### config.mk
export PLATFORM = sky130hd
export DESIGN_NAME = pars_top
export DESIGN_NICKNAME = d
export VERILOG_FILES = /design/src/pars_pkg.sv /design/src/pars_top.sv /design/src/pars_axis.sv
export SDC_FILE = /design/constraint.sdc
export NUM_CORES = 1
export LEC_CHECK = 0
export BUFFER_PORTS_ARGS = -buffer_cell sky130_fd_sc_hd__buf_4
export CORE_MARGIN = 2
export CORE_UTILIZATION = 50
export DETAILED_ROUTE_END_ITERATION = 7
export MAX_ROUTING_LAYER = met4
export PLACE_DENSITY = 0.69
export RECOVER_POWER = 100
export SLEW_MARGIN = 20
export SYNTH_ARGS = -nofsm -noshare
export SYNTH_HDL_FRONTEND = slang
export SYNTH_SLANG_ARGS = --single-unit
### constraint.sdc
create_clock -name clk -period 5.4 [get_ports clk]
set_input_delay 0.81 -clock clk [delete_from_list [all_inputs] [get_ports clk]]
set_output_delay 0.81 -clock clk [all_outputs]
set_load 0.02 [all_outputs]
### src/pars_pkg.sv
package pars_pkg;
   // ------------------------------------------------------------------
   // Array geometry and reset values
   // ------------------------------------------------------------------
   localparam int          ADDR_W         = 12;
   localparam int          EXP_W          = 16;
   localparam logic [11:0] X_START_RST    = 12'h008;
   localparam logic [11:0] Y_START_RST    = 12'h008;
   localparam logic [11:0] X_END_RST      = 12'h0cc7;   // 8 + 3264 - 1
   localparam logic [11:0] Y_END_RST      = 12'h0987;   // 8 + 2432 - 1
   localparam logic [11:0] X_SIZE_RST     = 12'hcc0;    // 3264
   localparam logic [11:0] Y_SIZE_RST     = 12'h990;    // 2448
   localparam logic [11:0] BORDER_MAX     = 12'h008;
   localparam logic [3:0]  ODD_INC_RST    = 4'h1;
   localparam logic        MIRROR_RST     = 1'b1;
   localparam logic        FLIP_RST       = 1'b0;
   localparam logic [EXP_W-1:0] EXP_RST   = 16'h0010;
   // Bayer phase codes: {row parity, column parity}
   localparam logic [1:0]  BAYER_BASE     = 2'h0;
   // ------------------------------------------------------------------
   // Timing
   // ------------------------------------------------------------------
   localparam int          CLK_MHZ        = 125;
   localparam int          SHUTTER_NS     = 1000;
   localparam int          SHUTTER_CYC    = (SHUTTER_NS * CLK_MHZ + 999) / 1000;
   // Sequencer states
   typedef enum logic [4:0] {
      ST_IDLE  = 5'b00001,
      ST_RUN   = 5'b00010,
      ST_GRST  = 5'b00100,
      ST_GEXP  = 5'b01000,
      ST_GREAD = 5'b10000
   } pars_state_t;
endpackage : pars_pkg

### src/pars_top.sv
// Notes on behaviour
// Rolling mode while streaming steps rows, resetting each then reading it.
// Each row's reset-to-read interval is the same fixed exposure.
// Exposure changes take effect only at frame start; no mixed frames.
// Global mode captures one frame; shutter outputs end the exposure.
// Walk bounded by first/last settings; output size sets emitted dimensions.
// Default window gives 3264x2432; border reached only by reprogramming window.
// Mirror, default set, reads columns from last toward first.
// Flip reads rows from last toward first.
// Bayer order output tracks mirror and flip settings.
// Odd increments 1, 3, 7 accepted; other than 1 means subsampling.
// Both at 3 give 2x2 skipping, quarter size.
// Both at 7 give 4x4 skipping, one sixteenth size.
// Skip factor is (odd increment + 1) / 2.
// Software aligns start and span to four times the skip factor.
// Lines read equal (last - first + odd increment) / skip factor.
// Adjacent line pairs read; start alignment picks the phase.
// Software keeps line length constant across modes.
// Geometry settings take effect at next frame boundary.
module pars_top
   import pars_pkg::*;
#(
   parameter int LINE_CYC = 3300
) (
   // Clock and reset
   input  wire logic              clk,
   input  wire logic              rst,
   // Mode control
   input  wire logic              stream_en,
   input  wire logic              rolling_shutter_mode,
   input  wire logic              global_release_capture_mode,
   input  wire logic              capture_start,
   // Window and output size
   input  wire logic [11:0]       x_first,
   input  wire logic [11:0]       y_first,
   input  wire logic [11:0]       x_last,
   input  wire logic [11:0]       y_last,
   input  wire logic [11:0]       x_out_size,
   input  wire logic [11:0]       y_out_size,
   // Orientation and subsampling
   input  wire logic              mirror,
   input  wire logic              flip,
   input  wire logic [3:0]        x_odd_inc,
   input  wire logic [3:0]        y_odd_inc,
   // Exposure in lines
   input  wire logic [15:0]       exposure_lines,
   // Array addressing
   output logic                   row_reset,
   output logic [11:0]            reset_row,
   output logic                   row_read,
   output logic [11:0]            read_row,
   // Pixel stream
   output logic                   pix_valid,
   output logic [11:0]            pix_col,
   output logic                   line_start,
   output logic                   frame_start,
   output logic                   frame_end,
   // Status
   output logic [1:0]             bayer_order,
   output logic [1:0]             x_skip,
   output logic [1:0]             y_skip,
   output logic                   cfg_error,
   // Mechanical shutter
   output logic                   shutter_open,
   output logic                   shutter_close
);
   initial begin
      if (LINE_CYC < 8 || LINE_CYC > 65535) begin
         $error("pars_top: LINE_CYC out of range");
      end
   end

   // ------------------------------------------------------------------
   // Frame-latched configuration
   // ------------------------------------------------------------------
   logic [11:0] f_xf, f_xl, f_yf, f_yl, f_xs, f_ys;
   logic [3:0]  f_xi, f_yi;
   logic [3:0]  x_inc_use, y_inc_use;
   logic        f_mir, f_flip;
   logic [15:0] f_exp;
   logic        frame_load;
   pars_state_t state;

   function automatic logic inc_ok(input logic [3:0] v);
      return (v == 4'h1) || (v == 4'h3) || (v == 4'h7);
   endfunction

   // Illegal increments fall back to full resolution
   assign x_inc_use = inc_ok(x_odd_inc) ? x_odd_inc : ODD_INC_RST;
   assign y_inc_use = inc_ok(y_odd_inc) ? y_odd_inc : ODD_INC_RST;

   // Settings sampled only at frame start, so a frame never mixes geometry
   always_ff @(posedge clk) begin
      if (rst) begin
         f_xf  <= X_START_RST;
         f_xl  <= X_END_RST;
         f_yf  <= Y_START_RST;
         f_yl  <= Y_END_RST;
         f_xs  <= X_SIZE_RST;
         f_ys  <= Y_SIZE_RST;
         f_xi  <= ODD_INC_RST;
         f_yi  <= ODD_INC_RST;
         f_mir <= MIRROR_RST;
         f_flip<= FLIP_RST;
         f_exp <= EXP_RST;
      end else if (frame_load) begin
         f_xf  <= x_first;
         f_xl  <= x_last;
         f_yf  <= y_first;
         f_yl  <= y_last;
         f_xs  <= x_out_size;
         f_ys  <= y_out_size;
         f_xi  <= inc_ok(x_odd_inc) ? x_odd_inc : ODD_INC_RST;
         f_yi  <= inc_ok(y_odd_inc) ? y_odd_inc : ODD_INC_RST;
         f_mir <= mirror;
         f_flip<= flip;
         f_exp <= exposure_lines;
      end
   end

   // bayer_order and skips from the settings in use, cfg_error from the live increments
   always_ff @(posedge clk) begin
      if (rst) begin
         bayer_order <= BAYER_BASE ^ {FLIP_RST, MIRROR_RST};
         x_skip      <= 2'h1;
         y_skip      <= 2'h1;
         cfg_error   <= 1'b0;
      end else begin
         // Updated on the load edge, so status is valid with the frame marker
         if (frame_load) begin
            bayer_order <= BAYER_BASE ^ {flip, mirror};
            x_skip      <= 2'((x_inc_use + 4'h1) >> 1);
            y_skip      <= 2'((y_inc_use + 4'h1) >> 1);
         end
         cfg_error   <= !inc_ok(x_odd_inc) || !inc_ok(y_odd_inc);
      end
   end

   // ------------------------------------------------------------------
   // Line timer: one enable pulse per line time
   // ------------------------------------------------------------------
   logic [15:0] line_cnt;
   logic        line_tick;
   assign line_tick = (line_cnt == 16'(LINE_CYC - 1));
   always_ff @(posedge clk) begin
      if (rst || state == ST_IDLE) begin
         line_cnt <= '0;
      end else begin
         line_cnt <= line_tick ? 16'h0 : line_cnt + 16'h1;
      end
   end

   // ------------------------------------------------------------------
   // Row walkers: reset pointer leads read pointer by f_exp lines
   // ------------------------------------------------------------------
   logic [11:0] rd_row_a, rs_row_a, col_a;
   logic        rd_end, rs_end, col_end;
   logic        rd_step, rs_step, col_load;
   logic [15:0] line_idx;
   logic [11:0] rows_out, cols_out;
   logic        rs_done, rd_active, col_active;

   logic [11:0] y_lo, y_hi;
   logic [3:0]  y_step;
   logic        y_rev;
   // Live settings only on the load edge, then the frame's copy
   assign y_lo   = frame_load ? y_first : f_yf;
   assign y_hi   = frame_load ? y_last : f_yl;
   assign y_step = frame_load ? y_inc_use : f_yi;
   assign y_rev  = frame_load ? flip : f_flip;

   pars_axis #(.W(12)) u_rd (
      .clk(clk), .rst(rst), .load(frame_load), .step(rd_step),
      .first(y_lo), .last(y_hi), .odd_inc(y_step),
      .reverse(y_rev), .addr(rd_row_a), .at_end(rd_end));
   pars_axis #(.W(12)) u_rs (
      .clk(clk), .rst(rst), .load(frame_load), .step(rs_step),
      .first(y_lo), .last(y_hi), .odd_inc(y_step),
      .reverse(y_rev), .addr(rs_row_a), .at_end(rs_end));
   pars_axis #(.W(12)) u_col (
      .clk(clk), .rst(rst), .load(col_load), .step(col_active),
      .first(f_xf), .last(f_xl), .odd_inc(f_xi),
      .reverse(f_mir), .addr(col_a), .at_end(col_end));

   // Rolling: reset row k at line k, read it at line k+exp
   assign rs_step  = line_tick && state == ST_RUN && !rs_done;
   assign rd_step  = line_tick && rd_active && line_idx >= f_exp;
   assign col_load = line_tick && rd_active && (line_idx >= f_exp || state == ST_GREAD);
   assign frame_load = (state == ST_IDLE && stream_en && rolling_shutter_mode)
                     || (state == ST_IDLE && global_release_capture_mode && capture_start)
                     || (state == ST_RUN && frame_end && stream_en);

   // ------------------------------------------------------------------
   // Sequencer
   // ------------------------------------------------------------------
   logic [15:0] shut_cnt;
   always_ff @(posedge clk) begin
      if (rst) begin
         state     <= ST_IDLE;
         line_idx  <= '0;
         rows_out  <= '0;
         rs_done   <= 1'b0;
         rd_active <= 1'b0;
         shut_cnt  <= '0;
      end else begin
         if (frame_load) begin
            line_idx  <= '0;
            rows_out  <= '0;
            rs_done   <= 1'b0;
            rd_active <= 1'b1;
         end else if (line_tick) begin
            line_idx <= line_idx + 16'h1;
            if (rs_end && state == ST_RUN) rs_done <= 1'b1;
            if (col_load) rows_out <= rows_out + 12'h1;
            if (col_load && (rd_end || rows_out + 12'h1 >= f_ys)) rd_active <= 1'b0;
         end
         unique case (state)
            ST_IDLE: begin
               if (stream_en && rolling_shutter_mode) state <= ST_RUN;
               else if (global_release_capture_mode && capture_start) state <= ST_GRST;
            end
            ST_RUN: begin
               if (frame_end && !stream_en) state <= ST_IDLE;
            end
            ST_GRST: begin
               shut_cnt <= 16'(SHUTTER_CYC);
               state    <= ST_GEXP;
            end
            ST_GEXP: begin
               if (line_tick && line_idx >= f_exp) begin
                  state    <= ST_GREAD;
               end
            end
            ST_GREAD: begin
               // Close command is a timed pulse, not a level held to the end
               if (shut_cnt != 16'h0) shut_cnt <= shut_cnt - 16'h1;
               if (frame_end) state <= ST_IDLE;
            end
         endcase
      end
   end

   logic        last_line;
   // Column walk counts pixels so emitted width follows output size
   always_ff @(posedge clk) begin
      if (rst) begin
         col_active <= 1'b0;
         cols_out   <= '0;
         last_line  <= 1'b0;
      end else if (col_load) begin
         col_active <= 1'b1;
         cols_out   <= '0;
         last_line  <= rd_end || rows_out + 12'h1 >= f_ys;
      end else if (col_active) begin
         cols_out <= cols_out + 12'h1;
         if (col_end || cols_out + 12'h1 >= f_xs) col_active <= 1'b0;
      end
   end

   // ------------------------------------------------------------------
   // Registered outputs
   // ------------------------------------------------------------------
   always_ff @(posedge clk) begin
      if (rst) begin
         row_reset     <= 1'b0;
         reset_row     <= '0;
         row_read      <= 1'b0;
         read_row      <= '0;
         pix_valid     <= 1'b0;
         pix_col       <= '0;
         line_start    <= 1'b0;
         frame_start   <= 1'b0;
         frame_end     <= 1'b0;
         shutter_open  <= 1'b0;
         shutter_close <= 1'b0;
      end else begin
         row_reset     <= rs_step || state == ST_GRST;
         reset_row     <= rs_row_a;
         row_read      <= col_load;
         read_row      <= rd_row_a;
         pix_valid     <= col_active;
         pix_col       <= col_a;
         line_start    <= col_load;
         frame_start   <= frame_load;
         // Frame ends with the last pixel of its last line, so a reload never
         // lands while that line is still being walked
         frame_end     <= col_active && last_line && (col_end || cols_out + 12'h1 >= f_xs);
         // Shutter held open through exposure, closed when readout starts
         shutter_open  <= (state == ST_GRST) || (state == ST_GEXP);
         shutter_close <= (state == ST_GREAD) && shut_cnt != 16'h0;
      end
   end
endmodule : pars_top

### src/pars_axis.sv
// ----------------------------------------------------------------------
// One-axis address walker with mirror and odd-increment subsampling
// ----------------------------------------------------------------------
module pars_axis #(
   parameter int W = 12
) (
   // Clock and reset
   input  wire logic         clk,
   input  wire logic         rst,
   // Control
   input  wire logic         load,
   input  wire logic         step,
   input  wire logic [W-1:0] first,
   input  wire logic [W-1:0] last,
   input  wire logic [3:0]   odd_inc,
   input  wire logic         reverse,
   // Status
   output logic [W-1:0]      addr,
   output logic              at_end
);
   import pars_pkg::*;

   logic [W-1:0] pair_gap;
   logic [W-1:0] next_addr;

   // Pairs of adjacent lines, then jump by odd_inc to the next pair
   assign pair_gap = {{(W-4){1'b0}}, odd_inc};
   assign at_end   = reverse ? (addr <= first) : (addr >= last);
   always_comb begin
      if (!reverse) begin
         next_addr = addr[0] ? addr + pair_gap : addr + 1'b1;
      end else begin
         next_addr = addr[0] ? addr - 1'b1 : addr - pair_gap;
      end
   end

   // Reverse walk starts from the pair's upper line so pairs stay intact
   always_ff @(posedge clk) begin
      if (rst) begin
         addr <= '0;
      end else if (load) begin
         addr <= reverse ? last : first;
      end else if (step && !at_end) begin
         addr <= next_addr;
      end
   end
endmodule : pars_axis

### Word-level counts from Yosys, hierarchy flattened

Index checks and enable logic that the tools add are counted.

* bits in registers: 265
* output and inout bits: 51
* word-level logic and storage cells: 181

* $lt $le $gt $ge: 9
* mux-type cells: 40
* equal/unequal tests: 17
* add/sub/neg operators: 19
* reduce and logical (&&, ||, !) cells: 58

Operators with widths (count)
* two-way mux 12 bit: 19
* adder 12 x 1 -> 12 bit, second input constant: 5
* greater-or-equal comparator 12 bit: 5
* adder 12 x 4 -> 12 bit: 3
* less-or-equal comparator 12 bit: 3
* subtractor 12 x 1 -> 12 bit, second input constant: 3
* subtractor 12 x 4 -> 12 bit: 3
* adder 16 x 1 -> 16 bit, second input constant: 2
* one-hot mux 16 bit (2 select lines): 1
* two-way mux 5 bit: 5
* one-hot mux 5 bit (5 select lines): 1
* logical AND 1 bit: 23
* == test 16 x 12 -> 1 bit, second input constant: 1
* greater-or-equal comparator 16 bit: 1
* two-way mux 16 bit: 1
* nonzero test 16 bit: 1
* subtractor 16 x 1 -> 16 bit, second input constant: 1
* logical OR 1 bit: 13
* two-way mux 4 bit: 3
* nonzero test 2 bit: 6
* two-way mux 1 bit: 10
* == test 4 x 1 -> 1 bit, second input constant: 2
* == test 4 x 2 -> 1 bit, second input constant: 2
* == test 4 x 3 -> 1 bit, second input constant: 2
* 13 further kinds: 27

### Depth between registers and ports, before layout

* depth in word-level cells: 13
* gate-level depth with buffers: 20
* depth with buffers taken out: 19

### Cells and area by module

From an unflattened synthesis, not the netlist that was laid out.

* cells, all modules: 1983
* area, all modules: 16072.9 um^2

Modules (own cells, without submodules)
* pars_top: cells each 1165, sequential area each 4564.4 um^2, area an instance 9786.9 um^2, instances 1
* pars_axis at u_col ...: cells each 276, sequential area each 240.2 um^2, area an instance 2114.5 um^2, instances 2
* pars_axis at u_rs: cells each 266, sequential area each 240.2 um^2, area an instance 2057.0 um^2, instances 1

### Least setup slack after synthesis

OpenSTA, ideal clock, no wires.

* path kind: input to register
* start: in rolling_shutter_mode
* end: reg u_rs.addr[10]
* data arrival time: 4323 ps
* path slack: 944 ps
* library setup time: 132 ps
* stages on the path: 15
* data required time: 5268 ps
* cell sequence: a22o_1 and4_1 nor2_1 clkbuf_1 buf_2 mux2i_1 ha_1 a21o_1 a21oi_1 and2b_2 o31a_2 a22oi_2 buf_6 mux2i_1 a21oi_1

* cells in the longest elaborated chain, start to end: 9
* elaborated cells between the ends (all ways): 21
* classes of those cells: add/sub (2); order compare (2); mux (11); reduce/logical (6)

Ends and longest elaborated chain
* start, declared: line pars_top.sv:30 `input wire logic rolling_shutter_mode,`
* logical AND 1 bit (*): line pars_top.sv:189 `assign frame_load = (state == ST_IDLE && stream_en && rolling_shutter_mode)`
* logical OR 1 bit (*): line pars_top.sv:190 `|| (state == ST_IDLE && global_release_capture_mode && capture_start)`
* logical OR 1 bit (*): line pars_top.sv:191 `|| (state == ST_RUN && frame_end && stream_en);`
* two-way mux 4 bit or two-way mux 12 bit (tied branches)
* adder 12 x 4 -> 12 bit, or another cell as far along: line pars_axis.sv:31 `next_addr = addr[0] ? addr + pair_gap : addr + 1'b1;`
* two-way mux 12 bit, or another cell as far along: line pars_axis.sv:31
* two-way mux 12 bit or logical NOT 1 bit (tied branches): line pars_axis.sv:30, pars_axis.sv:43
* two-way mux 12 bit or logical AND 1 bit (tied branches): line pars_axis.sv:43 `end else if (step && !at_end) begin`
* two-way mux 12 bit or nonzero test 2 bit (tied branches)
* end signal, assigned: line pars_axis.sv:42 `addr <= reverse ? last : first;`
* end signal, assigned: line pars_axis.sv:44 `addr <= next_addr;`
* end, declared: line pars_axis.sv:18 `output logic [W-1:0] addr,`

Every way passes the cells marked *; elsewhere a longest branch is shown, timed or not. The select of a mux whose other input is x is not followed.
A chain may end at the register's enable or synchronous reset.

### Worst setup path in the final report

* start: reg line_cnt[12]
* end: reg u_col.addr[5]

* cells in the longest elaborated chain, start to end: 4
* elaborated cells between the ends (all ways): 5
* classes of those cells: eq/ne (1); mux (1); reduce/logical (3)

Ends and longest elaborated chain
* start, declared: line pars_top.sv:142 `logic [15:0] line_cnt;`
* start signal, assigned: line pars_top.sv:149 `line_cnt <= line_tick ? 16'h0 : line_cnt + 16'h1;`
* == test 16 x 12 -> 1 bit (*): line pars_top.sv:144 `assign line_tick = (line_cnt == 16'(LINE_CYC - 1));`
* logical AND 1 bit (*) (2 in a row): line pars_top.sv:188 `assign col_load = line_tick && rd_active && (line_idx >= f_exp || state == ST_GREAD);`
* two-way mux 12 bit or nonzero test 2 bit (tied branches)
* end signal, assigned: line pars_axis.sv:42
* end signal, assigned: line pars_axis.sv:44
* end, declared: line pars_axis.sv:18

Every way passes the cells marked *; elsewhere a longest branch is shown, timed or not.

==> out/qor.yml <==
timing:
  slew_headroom_pct: -162
  hold_ws_ns: 0.435
  max_freq_mhz: 205
  hold_violations: 0
  slew_violations: 206
  period_needed_ns: 4.87
  tightest_slew_ns: 3.93
  fin_setup_tns_ns: 0
  rsz0062_at_grt: "false"
  fin_skew_ns: 0.0274
  period_share_pct: 90.1
  setup_violations: 0
outcome:
  status: "complete, but fails checks"
  violations: "capacitance limit, slew limit"
setup_path:
  crit_path_end_kind: "register"
  cp_max_fo: 19
  cp.arrival_ns: 5.11
  slowest_delay_ns: 1.45
  reg2reg_setup_slack_ns: 0.53
  crit_chain: "or4_2 -> nor4_1 -> nand2_1 -> a21oi_1 -> o211a_1 -> a211oi_1"
  worstReg2RegStart: "line_cnt[12]"
  crit_required_ns: 5.64
  slowest_stage: "a21oi_1"
  reg2regPathDepth: 6
  rr_endpoint: "u_col.addr[5]"
  critical_path_class: "reg2reg"
  start_kind: "register"
routing:
  dr.pass1.iters: 5
  wl_per_cell_um: 16.4
  vias: 12500
  ant_nets: 0
  routed_wl_mm: 37.5
  drt_iter0_markers: 704
  drc_errors: 0
  viasPerCell: 5.49
clock_tree:
  post_cts.resized_instances: 0
  ctsRootBufferMaster: "clkbuf_16"
  cts_tree: "built"
  clk_latency_ns: 0.58
  clkTransAtPathRegs_ns: 0.06
  cts_hold_buf: 0
  postCtsSetupRepairBufs: 0
  clkSinkCount: 264
  numCtsBuffers: 29
  clockBufferDepth: 3
  h-tree-depth: 1
job:
  max-cap-violations: 4
power_and_ir_drop:
  p_leak_nw: 7.64
  peakVddDrop_uv: 305
  power.total_w: 0.00553
  power_density_nw_per_um2: 323
global_routing:
  grt_pass1_wl_mm: 60.9
  antenna_found_initial: 0
  met1_usage_pct: 32.9
  grt_max_degree: 100
  grt.total_usage_pct: 24.6
  use_met3_pct: 3.55
  top_usage_layer: "met2"
  overflow: 0
  grtUsageMet2_pct: 39.7
  grt_pass1_vias: 12100
finish:
  synthToLayoutAreaGrowth_pct: 15.3
  drive_above_1_share_pct: 10.0
  fin_nets: 2132
  post-route-util_pct: 58.1
  n_antenna_cell: 0
min_path:
  worstHoldPathType: "in2reg"
  holdPathStages: 2
  hold_end: "f_ys[7]"
  hold_path.startpoint: "y_out_size[7]"
placement:
  port_buffers: 154
  dp_hpwl_mm: 27.4
  place.gp.congestion: 0.905
floorplanning:
  start_util_pct: 50.4
  die_x_um: 176
  die_area_um2: 31100
  ioPinCount: 155
  die_height_um: 176
  core_area_um2: 29500
  rows: 63
synth:
  synth_commonest_cells: "dfxtp_1 (264), nand2_1 (204), a21oi_1 (163)"
  synthCells: 1744
  synth-edff-count: 0
  post-synth-top-count-cell: "dfxtp_1"
  synthTopCellsByArea: "dfxtp_1 (36%), ha_1 (13%), a21oi_1 (5.5%)"
  ys.flop_type: "dfxtp_1"
  ys_seq_area_share_pct: 35.6
  synth-seq-cells: 264
  netlist_area_um2: 14900
  yosys.area.top_type_share_pct: 35.6
  synth_area_per_cell_um2: 8.52
  async_flop_share_pct: 0
  yosysTopAreaCell: "dfxtp_1"
  ys_types: 79
  ys_warn_count: 0
==> critical path: cells and delay by family (launching register included) <==
family             cells  cell delay [ns]
DFF                    1             0.34
and+or+nand+nor        3             2.36
AOI/OAI and AO/OA      3             1.81
==> through the flow <==
| step | cell area (um^2) | instances | setup WS (ns) |
|---|---|---|---|
| 2_1_floorplan | 14900 | 1745 | 0.944 |
| 3_3_place_gp | 16300 | 2227 | 0.541 |
| 3_5_place_dp | 16300 | 2227 | 0.362 |
| 4_1_cts | 17400 | 2281 | 0.737 |
| 5_1_grt | 17100 | 2281 | 0.108 |
| 6_report | 17100 | 2281 | 0.533 |
==> registers in the layout (all words and copies together), names as in the netlist, 5 cells and up <==
register and count:
f_ys 12, f_yl 12, line_idx 16, f_xf 12
f_yf 12, line_cnt 16, f_xs 12, read_row 12
pix_col 12, rows_out 12, shut_cnt 16, f_xl 12
state 5, u_rd.addr 12, u_col.addr 12, u_rs.addr 12
cols_out 12, f_exp 16, reset_row 12
==> metal layers <==
metal  share of wire (%)  up-vias
met5                   0        -
met2                  46      287
met4                 1.9        0
met3                 5.3       55
li1                    -     6307
met1                  47     5884
==> cell type report <==
type | count | area [um^2]
Tap cell | 390 | 488
Sequential cell | 264 | 5290
Multi-Input combinational cell | 1320 | 8880
Inverter | 86 | 323
Fill cell | 2722 | 12400
Clock inverter | 18 | 297
Clock buffer | 36 | 802
Timing Repair Buffer | 167 | 1050
==> cell usage in the layout (no fill, tap or decap), types with 21 or more instances in the layout <==
cell type,netlist,routed
clkbuf_16,0,29
xor2_1,52,52
a21o_1,48,48
nand4_1,21,21
nor2b_1,48,48
a21oi_1,163,164
a211oi_1,25,26
buf_4,3,106
inv_1,86,86
nand3_1,42,42
nor3_1,25,25
mux2i_1,57,57
ha_1,157,157
o21ai_0,46,46
clkbuf_1,57,60
nand2b_1,30,30
dfxtp_1,264,264
xnor2_1,50,50
nor2_1,155,155
nand2_1,204,203
==> worst max path at each step <==
stage | start | end | slack (ns) | cells after the start
detailed placement | stream_en | u_rs.addr[10] | 0.36 | 20
CTS | state[1] | u_rs.addr[10] | 0.74 | 19
global route | state[0] | u_rd.addr[0] | 0.11 | 15
global placement | stream_en | u_rs.addr[10] | 0.54 | 20
finish | line_cnt[12] | u_col.addr[5] | 0.53 | 6
floorplan | rolling_shutter_mode | u_rs.addr[10] | 0.94 | 15
==> cell families (layout without fill, tap and decap cells) <==
logic type      after synthesis  in the layout  synth area share (%)
simple gates                618            618                  20.0
compound gates              379            379                  16.2
fa+ha+maj                   160            160                  13.6
xor+xnor                    102            102                  6.01
buf+inv                     161            307                  4.49
flops                       264            264                  35.6
mux                          59             59                  3.99
other cells                   1              2                0.0252
==> report_power, final <==
part	internal (W)	leakage (nW)	switching [W]	total (W)
Clock	0.00140	0.542	0.000861	0.00226
Sequential	0.00207	2.15	0.000112	0.00218
Combinational	0.000449	4.95	0.000639	0.00109
Total	0.00392	7.64	0.00161	0.00553
Power figures use the tool's default switching activity.
